## config.mk

```make
export PLATFORM = sky130hd
export DESIGN_NAME = ddc_dds_config
export DESIGN_NICKNAME = d
export VERILOG_FILES = /design/src/hw/ddc_dds_config.v
export VERILOG_INCLUDE_DIRS = /design/src /design/src/include
export SDC_FILE = /design/constraint.sdc
export NUM_CORES = 1
export LEC_CHECK = 0
export BUFFER_PORTS_ARGS = -buffer_cell sky130_fd_sc_hd__buf_2
export CAP_MARGIN = 20
export CELL_PAD_IN_SITES_DETAIL_PLACEMENT = 0
export CELL_PAD_IN_SITES_GLOBAL_PLACEMENT = 1
export CORE_UTILIZATION = 46
export CTS_CLUSTER_SIZE = 40
export DETAILED_ROUTE_END_ITERATION = 8
export MAX_ROUTING_LAYER = met4
export PLACE_DENSITY = 0.95
export SYNTH_ARGS = -nofsm -noshare
export SYNTH_HDL_FRONTEND = slang
export SYNTH_HIERARCHICAL = 1
export SYNTH_SLANG_ARGS = --single-unit
export TNS_END_PERCENT = 5
```

## constraint.sdc

```tcl
create_clock -name core_clk_i -period 4.7 [get_ports core_clk_i]
set_input_delay 0.47 -clock core_clk_i [delete_from_list [all_inputs] [get_ports core_clk_i]]
set_output_delay 0.47 -clock core_clk_i [all_outputs]
set_load 0.02 [all_outputs]
```

## src/include/ddc_defines.vh

```
/*
 * register offsets, field positions and reset values for the
 * dds phase and pattern configuration bank.
 * assumes a 16-bit register address and 16-bit register data.
 */
`ifndef DDC_DEFINES_VH
`define DDC_DEFINES_VH

// register offsets (register address space)
`define DDC_ADDR_TW_HIGH      16'h003E
`define DDC_ADDR_TW_LOW       16'h003F
`define DDC_ADDR_PHASE_CH4    16'h0040
`define DDC_ADDR_PHASE_CH3    16'h0041
`define DDC_ADDR_PHASE_CH2    16'h0042
`define DDC_ADDR_PHASE_CH1    16'h0043
`define DDC_ADDR_PAT_CTRL1    16'h0044
`define DDC_ADDR_PAT_CTRL2    16'h0045

// reset values
`define DDC_RST_WORD          16'h0000

// tuning word low register: low byte of tuning word in [15:8]
`define DDC_TWL_MSB           15
`define DDC_TWL_LSB           8

// pattern control one
`define DDC_BIT_FIRST_ONLY    1

// pattern control two
`define DDC_BIT_COS_CH4       15
`define DDC_BIT_MSBCLK_CH4    14
`define DDC_BIT_COS_CH3       11
`define DDC_BIT_MSBCLK_CH3    10
`define DDC_BIT_PHMEM_CH3     9

// memory phase: upper 8 of 12 data bits feed the phase msbs
`define DDC_MEM_PH_MSB        11
`define DDC_MEM_PH_LSB        4
`define DDC_MEM_PH_FILL       8'h00

`endif

```

## src/hw/ddc_dds_config.v

```verilog
/*
 * dds phase and pattern configuration register bank: tuning word,
 * four phase offsets, trigger delay mode, cosine / address clock
 * selects for channels 4 and 3, memory phase select for channel 3, and the small amount
 * of logic those bits steer; each register word is one instance of
 * a small reset-and-write cell kept at the end of this file.
 * assumes: the serial port engine presents decoded single-cycle
 * register writes and reads on core_clk_i (the dac sample clock);
 * dds msb, pattern boundary and memory data come from logic on the
 * same clock, so none of them is synchronised here.
 */
// Overview of operation
// RULE1: tuning low byte in [15:8], [7:0] stored, reset zero
// RULE2: upper sixteen tuning bits joined with low byte
// RULE3: sixteen-bit phase maps linearly onto full cycle
// RULE4: phase offsets reset to zero phase shift
// RULE5: one bit picks repeating or first-only start delay
// RULE6: cosine select per channel 4 and 3
// RULE7: address advance every clock or on msb rise
// RULE8: software uses msb advance for tuning word lists
// RULE9: bit 9 takes channel 3 phase from memory
// RULE10: memory phase bits on top, zeros below
`timescale 1ns/1ns
`include "ddc_defines.vh"

module ddc_dds_config #(
   parameter TW_WIDTH    = 24,
   parameter PH_WIDTH    = 16,
   parameter MEM_WIDTH   = 12
) (
   input  wire                 core_clk_i,
   input  wire                 rst_i,
   // register port
   input  wire [15:0]          reg_addr_i,
   input  wire [15:0]          reg_wdata_i,
   input  wire                 reg_wr_i,
   input  wire                 reg_rd_i,
   output reg  [15:0]          reg_rdata_o,
   output reg                  reg_rvalid_o,
   // dds datapath controls
   output wire [TW_WIDTH-1:0]  tuning_word_o,
   output wire [PH_WIDTH-1:0]  phase_offset_value_ch4_o,
   output wire [PH_WIDTH-1:0]  phase_offset_value_ch3_o,
   output wire [PH_WIDTH-1:0]  phase_offset_value_ch2_o,
   output wire [PH_WIDTH-1:0]  phase_offset_value_ch1_o,
   output wire                 cosine_select_ch4_o,
   output wire                 cosine_select_ch3_o,
   output wire                 addr_clock_from_msb_ch4_o,
   output wire                 addr_clock_from_msb_ch3_o,
   output wire                 phase_from_memory_ch3_o,
   output wire                 first_pattern_only_delay_o,
   // pattern memory address advance
   input  wire                 dds_msb_ch4_i,
   input  wire                 dds_msb_ch3_i,
   output wire                 addr_advance_ch4_o,
   output wire                 addr_advance_ch3_o,
   // channel 3 phase word read at its start address
   input  wire [MEM_WIDTH-1:0] mem_data_ch3_i,
   // start delay gating
   input  wire                 run_start_i,
   input  wire                 pattern_boundary_i,
   output wire                 apply_start_delay_o
);

   wire [15:0] tw_high_reg;
   wire [15:0] tw_low_reg;
   wire [15:0] phase_ch4_reg;
   wire [15:0] phase_ch3_reg;
   wire [15:0] phase_ch2_reg;
   wire [15:0] phase_ch1_reg;
   wire [15:0] pat_ctrl1_reg;
   wire [15:0] pat_ctrl2_reg;
   reg  [15:0] rdata_next;
   reg         msb_ch4_d_reg;
   reg         msb_ch3_d_reg;
   reg         first_done_reg;
   reg  [15:0] ph3_reg_src;
   reg  [15:0] ph3_mem_src;

   // one cell per register word; reserved bits are stored and read
   // back as written, so software can round-trip any value
   ddc_cfg_reg #(
      .WIDTH     (16),
      .ADDR      (`DDC_ADDR_TW_HIGH),
      .RESET_VAL (`DDC_RST_WORD)
   ) ddc_cfg_reg_tw_high_inst (                     // [RULE2]
      .core_clk_i  (core_clk_i),
      .rst_i       (rst_i),
      .reg_addr_i  (reg_addr_i),
      .reg_wdata_i (reg_wdata_i),
      .reg_wr_i    (reg_wr_i),
      .value_o     (tw_high_reg)
   );

   ddc_cfg_reg #(
      .WIDTH     (16),
      .ADDR      (`DDC_ADDR_TW_LOW),
      .RESET_VAL (`DDC_RST_WORD)
   ) ddc_cfg_reg_tw_low_inst (                      // [RULE1]
      .core_clk_i  (core_clk_i),
      .rst_i       (rst_i),
      .reg_addr_i  (reg_addr_i),
      .reg_wdata_i (reg_wdata_i),
      .reg_wr_i    (reg_wr_i),
      .value_o     (tw_low_reg)
   );

   ddc_cfg_reg #(
      .WIDTH     (16),
      .ADDR      (`DDC_ADDR_PHASE_CH4),
      .RESET_VAL (`DDC_RST_WORD)
   ) ddc_cfg_reg_phase_ch4_inst (                   // [RULE4]
      .core_clk_i  (core_clk_i),
      .rst_i       (rst_i),
      .reg_addr_i  (reg_addr_i),
      .reg_wdata_i (reg_wdata_i),
      .reg_wr_i    (reg_wr_i),
      .value_o     (phase_ch4_reg)
   );

   ddc_cfg_reg #(
      .WIDTH     (16),
      .ADDR      (`DDC_ADDR_PHASE_CH3),
      .RESET_VAL (`DDC_RST_WORD)
   ) ddc_cfg_reg_phase_ch3_inst (                   // [RULE4]
      .core_clk_i  (core_clk_i),
      .rst_i       (rst_i),
      .reg_addr_i  (reg_addr_i),
      .reg_wdata_i (reg_wdata_i),
      .reg_wr_i    (reg_wr_i),
      .value_o     (phase_ch3_reg)
   );

   ddc_cfg_reg #(
      .WIDTH     (16),
      .ADDR      (`DDC_ADDR_PHASE_CH2),
      .RESET_VAL (`DDC_RST_WORD)
   ) ddc_cfg_reg_phase_ch2_inst (                   // [RULE4]
      .core_clk_i  (core_clk_i),
      .rst_i       (rst_i),
      .reg_addr_i  (reg_addr_i),
      .reg_wdata_i (reg_wdata_i),
      .reg_wr_i    (reg_wr_i),
      .value_o     (phase_ch2_reg)
   );

   ddc_cfg_reg #(
      .WIDTH     (16),
      .ADDR      (`DDC_ADDR_PHASE_CH1),
      .RESET_VAL (`DDC_RST_WORD)
   ) ddc_cfg_reg_phase_ch1_inst (                   // [RULE4]
      .core_clk_i  (core_clk_i),
      .rst_i       (rst_i),
      .reg_addr_i  (reg_addr_i),
      .reg_wdata_i (reg_wdata_i),
      .reg_wr_i    (reg_wr_i),
      .value_o     (phase_ch1_reg)
   );

   ddc_cfg_reg #(
      .WIDTH     (16),
      .ADDR      (`DDC_ADDR_PAT_CTRL1),
      .RESET_VAL (`DDC_RST_WORD)
   ) ddc_cfg_reg_pat_ctrl1_inst (                   // [RULE5]
      .core_clk_i  (core_clk_i),
      .rst_i       (rst_i),
      .reg_addr_i  (reg_addr_i),
      .reg_wdata_i (reg_wdata_i),
      .reg_wr_i    (reg_wr_i),
      .value_o     (pat_ctrl1_reg)
   );

   ddc_cfg_reg #(
      .WIDTH     (16),
      .ADDR      (`DDC_ADDR_PAT_CTRL2),
      .RESET_VAL (`DDC_RST_WORD)
   ) ddc_cfg_reg_pat_ctrl2_inst (           // [RULE6] [RULE7] [RULE9]
      .core_clk_i  (core_clk_i),
      .rst_i       (rst_i),
      .reg_addr_i  (reg_addr_i),
      .reg_wdata_i (reg_wdata_i),
      .reg_wr_i    (reg_wr_i),
      .value_o     (pat_ctrl2_reg)
   );

   // read mux; unmapped addresses read as zero
   always @* begin
      rdata_next = 16'h0000;
      if (reg_addr_i == `DDC_ADDR_TW_HIGH) begin
         rdata_next = tw_high_reg;
      end else if (reg_addr_i == `DDC_ADDR_TW_LOW) begin
         rdata_next = tw_low_reg;
      end else if (reg_addr_i == `DDC_ADDR_PHASE_CH4) begin
         rdata_next = phase_ch4_reg;
      end else if (reg_addr_i == `DDC_ADDR_PHASE_CH3) begin
         rdata_next = phase_ch3_reg;
      end else if (reg_addr_i == `DDC_ADDR_PHASE_CH2) begin
         rdata_next = phase_ch2_reg;
      end else if (reg_addr_i == `DDC_ADDR_PHASE_CH1) begin
         rdata_next = phase_ch1_reg;
      end else if (reg_addr_i == `DDC_ADDR_PAT_CTRL1) begin
         rdata_next = pat_ctrl1_reg;
      end else if (reg_addr_i == `DDC_ADDR_PAT_CTRL2) begin
         rdata_next = pat_ctrl2_reg;
      end
   end

   // read data held until the next read so the port engine can shift it
   always @(posedge core_clk_i) begin
      if (rst_i) begin
         reg_rdata_o  <= 16'h0000;
         reg_rvalid_o <= 1'b0;
      end else begin
         reg_rvalid_o <= reg_rd_i;
         if (reg_rd_i) begin
            reg_rdata_o <= rdata_next;
         end
      end
   end

   // full tuning word: high half on top, low byte from [15:8]
   assign tuning_word_o = {tw_high_reg,
                           tw_low_reg[`DDC_TWL_MSB:`DDC_TWL_LSB]}; // [RULE2]

   // control bit fan-out
   assign first_pattern_only_delay_o =
      pat_ctrl1_reg[`DDC_BIT_FIRST_ONLY];                         // [RULE5]
   assign cosine_select_ch4_o = pat_ctrl2_reg[`DDC_BIT_COS_CH4];  // [RULE6]
   assign cosine_select_ch3_o = pat_ctrl2_reg[`DDC_BIT_COS_CH3];  // [RULE6]
   assign addr_clock_from_msb_ch4_o =
      pat_ctrl2_reg[`DDC_BIT_MSBCLK_CH4];                         // [RULE7]
   assign addr_clock_from_msb_ch3_o =
      pat_ctrl2_reg[`DDC_BIT_MSBCLK_CH3];                         // [RULE7]
   assign phase_from_memory_ch3_o =
      pat_ctrl2_reg[`DDC_BIT_PHMEM_CH3];                          // [RULE9]

   // phase words pass straight through: the full 16-bit range is
   // one cycle, so 0x4000 is a quarter turn with no scaling needed
   assign phase_offset_value_ch4_o = phase_ch4_reg;               // [RULE3]
   assign phase_offset_value_ch2_o = phase_ch2_reg;               // [RULE3]
   assign phase_offset_value_ch1_o = phase_ch1_reg;               // [RULE3]

   // channel 3 phase source: register, or top 8 memory bits
   always @* begin
      ph3_reg_src = phase_ch3_reg;
      ph3_mem_src = {mem_data_ch3_i[`DDC_MEM_PH_MSB:`DDC_MEM_PH_LSB],
                     `DDC_MEM_PH_FILL};                           // [RULE10]
   end
   assign phase_offset_value_ch3_o = phase_from_memory_ch3_o ?
                                     ph3_mem_src : ph3_reg_src;   // [RULE9]

   // msb history for rising-edge detection of the dds output msb
   always @(posedge core_clk_i) begin
      if (rst_i) begin
         msb_ch4_d_reg <= 1'b0;
         msb_ch3_d_reg <= 1'b0;
      end else begin
         msb_ch4_d_reg <= dds_msb_ch4_i;
         msb_ch3_d_reg <= dds_msb_ch3_i;
      end
   end

   // one advance per dds output cycle lets a memory of tuning words
   // step once per generated period instead of once per sample
   assign addr_advance_ch4_o = ~addr_clock_from_msb_ch4_o |
                               (dds_msb_ch4_i & ~msb_ch4_d_reg);  // [RULE7]
   assign addr_advance_ch3_o = ~addr_clock_from_msb_ch3_o |
                               (dds_msb_ch3_i & ~msb_ch3_d_reg);  // [RULE7]

   // remembers that the first pattern of a run has begun; a boundary
   // in the same cycle as a run start is that run's first pattern,
   // so the set wins over the re-arm
   always @(posedge core_clk_i) begin
      if (rst_i) begin
         first_done_reg <= 1'b0;
      end else if (pattern_boundary_i) begin
         first_done_reg <= 1'b1;                                 // [RULE5]
      end else if (run_start_i) begin
         first_done_reg <= 1'b0;
      end
   end

   // delay before every pattern, or only before the first one
   assign apply_start_delay_o = pattern_boundary_i &
                                (~first_pattern_only_delay_o |
                                 ~first_done_reg | run_start_i); // [RULE5]

endmodule

// one configuration word: synchronous reset to its documented value
// and a full-word write when the decoded address matches; a cell per
// word keeps the address compare next to the storage it guards
module ddc_cfg_reg #(
   parameter                   WIDTH     = 16,
   parameter [15:0]            ADDR      = 16'h0000,
   parameter [WIDTH-1:0]       RESET_VAL = 16'h0000
) (
   input  wire                 core_clk_i,
   input  wire                 rst_i,
   input  wire [15:0]          reg_addr_i,
   input  wire [WIDTH-1:0]     reg_wdata_i,
   input  wire                 reg_wr_i,
   output reg  [WIDTH-1:0]     value_o
);

   // the write strobe is a one-cycle pulse, so no edge logic is needed
   always @(posedge core_clk_i) begin
      if (rst_i) begin
         value_o <= RESET_VAL;
      end else if (reg_wr_i && (reg_addr_i == ADDR)) begin
         value_o <= reg_wdata_i;
      end
   end

endmodule

```

; ---- Yosys cells after proc, flatten, opt, wreduce, memory -nomap -nowiden
; Index checks and enable logic that the tools add are counted.
[totals]
ff_bits = 148
inputBits = 52
output_inout_bits = 114
wordCells = 54
[classes]
eq_ne = 8
n_mux = 11
bitwise = 13
n_reduce_logical = 9
[op_table]
columns = op, count
row1 = $mux 16, 9
row2 = $eq 16x7->1 const B, 6
row3 = $eq 16x6->1 const B, 2
row4 = $logic_and 1x1->1, 8
row5 = $not 1->1, 6
row6 = $or 1x1->1, 4
row7 = $and 1x1->1, 3
row8 = $mux 1, 2
row9 = $reduce_bool 2->1, 1

; ---- Longest topological paths before layout
[depth]
ltp_word = 9
ltp_mapped = 7

; ---- By module
; Netlist, hierarchy kept.
[modules_own_cells]
columns = module, instances, cells_per_inst, area_each_um2
row1 = ddc_dds_config, 1, 269, 2082.0
row2 = ddc_cfg_reg (ddc_cfg_reg_pat_ctrl2_inst ...), 2, 75, 784.5
row3 = ddc_cfg_reg (ddc_cfg_reg_phase_ch2_inst ...), 2, 75, 780.7
row4 = ddc_cfg_reg (ddc_cfg_reg_pat_ctrl1_inst), 1, 75, 782.0
row5 = ddc_cfg_reg (ddc_cfg_reg_tw_high_inst), 1, 75, 774.5
row6 = ddc_cfg_reg (ddc_cfg_reg_phase_ch1_inst), 1, 75, 767.0
row7 = ddc_cfg_reg (ddc_cfg_reg_tw_low_inst), 1, 75, 764.5

; ---- Worst setup path before layout
; No wires, ideal clock.
[synth_timing]
path_type = input to register
startpoint = input port reg_addr_i[9]
endpoint = register reg_rdata_o[13]
setup_time_ns = 0.123
arrival_ns = 2.196
setup_slack_ns = 2.381
cell_stages = 7
cell_sequence = or4_1 -> buf_6 -> or4_4 -> buf_2 -> and3_1 -> o21ai_0 -> o21ai_1
[synth_via]
elab_chain_cells = 9
elab_cells_between_ends = 16
cone_classes = eq/ne: 8 / mux: 8
[synth_rtl]
columns = item, line_no
row1 = "start, declared", ddc_dds_config.v:34  ; input wire [15:0] reg_addr_i,
row2 = $eq 16x7->1 (no source line), --
row3 = $mux 16, ddc_dds_config.v:203  ; end else if (reg_addr_i == `DDC_ADDR_PAT_CTRL2) begin
row4 = $mux 16, ddc_dds_config.v:201  ; end else if (reg_addr_i == `DDC_ADDR_PAT_CTRL1) begin
row5 = $mux 16, ddc_dds_config.v:199  ; end else if (reg_addr_i == `DDC_ADDR_PHASE_CH1) begin
row6 = $mux 16, ddc_dds_config.v:197  ; end else if (reg_addr_i == `DDC_ADDR_PHASE_CH2) begin
row7 = $mux 16, ddc_dds_config.v:195  ; end else if (reg_addr_i == `DDC_ADDR_PHASE_CH3) begin
row8 = $mux 16, ddc_dds_config.v:193  ; end else if (reg_addr_i == `DDC_ADDR_PHASE_CH4) begin
row9 = $mux 16, ddc_dds_config.v:191  ; end else if (reg_addr_i == `DDC_ADDR_TW_LOW) begin
row10 = $mux 16 *, ddc_dds_config.v:189  ; if (reg_addr_i == `DDC_ADDR_TW_HIGH) begin
row11 = "end signal, assigned", ddc_dds_config.v:216  ; reg_rdata_o <= rdata_next;
row12 = "end, declared", ddc_dds_config.v:38  ; output reg [15:0] reg_rdata_o,
; Mark *: on every way between the ends. The rest lies on a longest branch, timed or not.
; A chain may end at the register's enable or synchronous reset.

; ---- Worst setup path in the final report
[layout_timing]
startpoint = input port reg_addr_i[14]
endpoint = register reg_rdata_o[13]
; Same word-level chain as after synthesis.

==> flow_summary.json <==
{
  "die_area_um2": 18600,
  "antenna_left": 0,
  "hpwl_mm": 15.2,
  "min_period_ns": 2.58,
  "first_global_vias": 6185,
  "grt_pass1_wl_mm": 34.0,
  "netSwitchingFraction": 0.237,
  "cts.clk_slew.worst_paths_ns": 0.06,
  "rsz0062_at_grt": "no",
  "io_pins": 166,
  "syn_nets": 921,
  "worstPathArrival_ns": 2.93,
  "yosysMostFrequentCell": "nand2b_1",
  "vias": 6729,
  "synth_area_leaders": "dfxtp_1 (36%), nand2b_1 (19%), mux2i_1 (16%)",
  "fmax_mhz": 388,
  "synth_top_family_by_area": "simple AND/OR/NAND/NOR gates",
  "cts_sinks": 148,
  "yosysWarnings": 6,
  "cp.required_ns": 5.05,
  "root_buffer": "clkbuf_16",
  "clock_power_share": 0.494,
  "synth_edf_count": 0,
  "nets": 1057,
  "hold_viol": 0,
  "skew_ns": 0.00726,
  "finalWirelength_mm": 22.0,
  "routedWlPerCell_um": 17.7,
  "syn_area_um2": 8300,
  "antenna_found_initial": 0,
  "critPathCaptureType": "flip-flop",
  "synthTopCellsByCount": "nand2b_1 (257), dfxtp_1 (148), mux2i_1 (130)",
  "tritoncts": "done",
  "synth-simple-area-share": 0.317,
  "hold_path_class": "input port to flip-flop",
  "pwr-share-seq": 0.426,
  "diodes": 0,
  "fin_setup_tns_ns": 0,
  "max_cap_viol_count": 0,
  "synthAdderAreaFrac": 0,
  "die_h_um": 136,
  "initial_core_util": 0.475,
  "numCtsBuffers": 17,
  "synth_compound_area_frac": 0.0858,
  "layout-drive-gt1-share": 0.262,
  "yosysTopAreaCellShare": 0.357,
  "critical-path-max-stage-delay_ns": 0.93,
  "clk_path_buf_depth": 2,
  "timing.slew.headroom": 0.337,
  "ys_ff_latch": 148,
  "leakage_nw": 3.75,
  "cpMaxStageDelayCell": "nor4_4",
  "syn_to_final_growth_pct": 18.5,
  "fp-row-count": 48,
  "postSynthCellCount": 869,
  "drc_errors": 0,
  "postCtsSetupRepairBufs": 0,
  "p_per_area_nw_per_um2": 303,
  "yosysSeqAreaShare": 0.357,
  "worstSkewPairLatency_ns": 0.43,
  "synth_cell_types": 53,
  "start_kind": "input port",
  "die_x_um": 136,
  "drtIter0Drc": 547,
  "path_max_fanout": 16,
  "core_region_area_um2": 17500,
  "status": "complete, no violations",
  "drv_slew": 0,
  "globalplace.congestion": 0.858,
  "peakVddDrop_mv": 0.284,
  "post-route-period-util": 0.549,
  "p_switching_mw": 0.707,
  "ctsResizeCount": 0,
  "p_int_mw": 2.27,
  "grt-ovfl-total": 0,
  "tightest_slew_ns": 0.987,
  "synth.avg_cell_area_um2": 9.55,
  "grt_max_degree": 145,
  "dp_cells": 1209,
  "cts_max_level": 4,
  "combinationalPowerShare": 0.081,
  "synthXorXnorAreaFrac": 0,
  "yosys-mux-area-fraction": 0.193,
  "firstDrtPassIters": 7,
  "synth_ff_type": "dfxtp_1",
  "yosys.area.top_type": "dfxtp_1",
  "finalSetupViolCount": 0,
  "criticalPathCategory": "input port to flip-flop",
  "io_buffers": 161,
  "cp_cell_sequence": "buf_2 > or4_1 > nor4_4 > a21oi_1 > a211o_1 > o21ai_1",
  "ctsHoldBuffers": 0,
  "ys_async_sr_fraction": 0,
  "via_per_inst": 5.41,
  "grtUsageTotal": 0.246,
  "instances_no_fill": 1243,
  "r2r_slack_ns": 3.30
}
## cell usage in the layout (no fill, tap or decap), types with 8 or more instances in the layout
master     Yosys  layout
mux2i_1      130     130
nand2_1       17      17
nor2b_1        9       9
a21oi_1       25      25
mux2_2        27      27
buf_4          5      11
clkbuf_16      0      17
nor2_1        46      46
a211oi_1      10      10
a211o_1       12      12
nand4_1       10      10
a222oi_1      12      12
inv_1          9       9
o21ai_1        8       8
dfxtp_1      148     148
buf_2          3     160
o21ai_0       12      12
nor4_1         9       9
nand2b_1     257     257
## layout make-up
cell class	instances	area, µm²
Clock inverter	13	195
Multi-Input combinational cell	655	5000
Sequential cell	148	2960
Fill cell	1544	7640
Inverter	9	33.8
Tap cell	225	282
Clock buffer	19	443
Timing Repair Buffer	174	923
## layer usage
layer / GRT usage / vias to the layer above / wire length [µm]
met5: - / - / 0
met1: 0.343 / 3188 / 10700
li1: - / 3321 / -
met4: 0.0809 / 0 / 335
met3: 0.0433 / 25 / 1100
met2: 0.355 / 195 / 9790
## power by group through the flow
stage | clock, mW | combinational (mW) | sequential (mW)
finish | 1.47 | 0.241 | 1.27
detailed placement | 0 | 0.239 | 1.30
global route | 1.54 | 0.261 | 1.27
CTS | 1.48 | 0.239 | 1.27
global placement | 0 | 0.234 | 1.30
floorplan | 0 | 0.134 | 1.30
## final timing paths
| check | start | endpoint | cells past startpoint |
|---|---|---|---|
| setup / recovery | reg_addr_i[14] | reg_rdata_o[13]$_SDFFE_PP0P_ | 6 |
| hold / removal | pattern_boundary_i | first_done_reg$_SDFFE_PP0P_ | 3 |
| setup reg to reg | ddc_cfg_reg_phase_ch2_inst/value_o[11]$_SDFFE_PP0P_ | reg_rdata_o[11]$_SDFFE_PP0P_ | 3 |
| hold reg to reg | ddc_cfg_reg_phase_ch3_inst/value_o[7]$_SDFFE_PP0P_ | ddc_cfg_reg_phase_ch3_inst/value_o[7]$_SDFFE_PP0P_ | 2 |
## logic make-up (layout without fill, tap and decap cells)
group	count (synthesis)	count (layout)
multiplexers	157	157
AO/OA/AOI/OAI	100	100
buffers and inverters	66	215
AND/OR/NAND/NOR	398	398
flip-flops	148	148
## critical path, delay by kind of cell
kind / cells / cell delay, ns
AOI/OAI and AO/OA: 3 / 0.52
buffers and inverters: 1 / 0.23
and+or+nand+nor: 2 / 1.71
## through the flow
stage               hold WS (ns)  worst slack [ns]   util  power [mW]  cell area [µm²]
floorplan                  0.445              2.38      -        1.44             8300
global placement           0.455              1.69  0.525        1.53             9180
detailed placement         0.462              1.64  0.525        1.53             9180
CTS                        0.260              2.08  0.562        2.99             9820
global route               0.290              2.03  0.563        3.07             9840
finish                     0.268              2.12  0.563        2.98             9840
No activity file was read; power rests on OpenSTA's default activity.
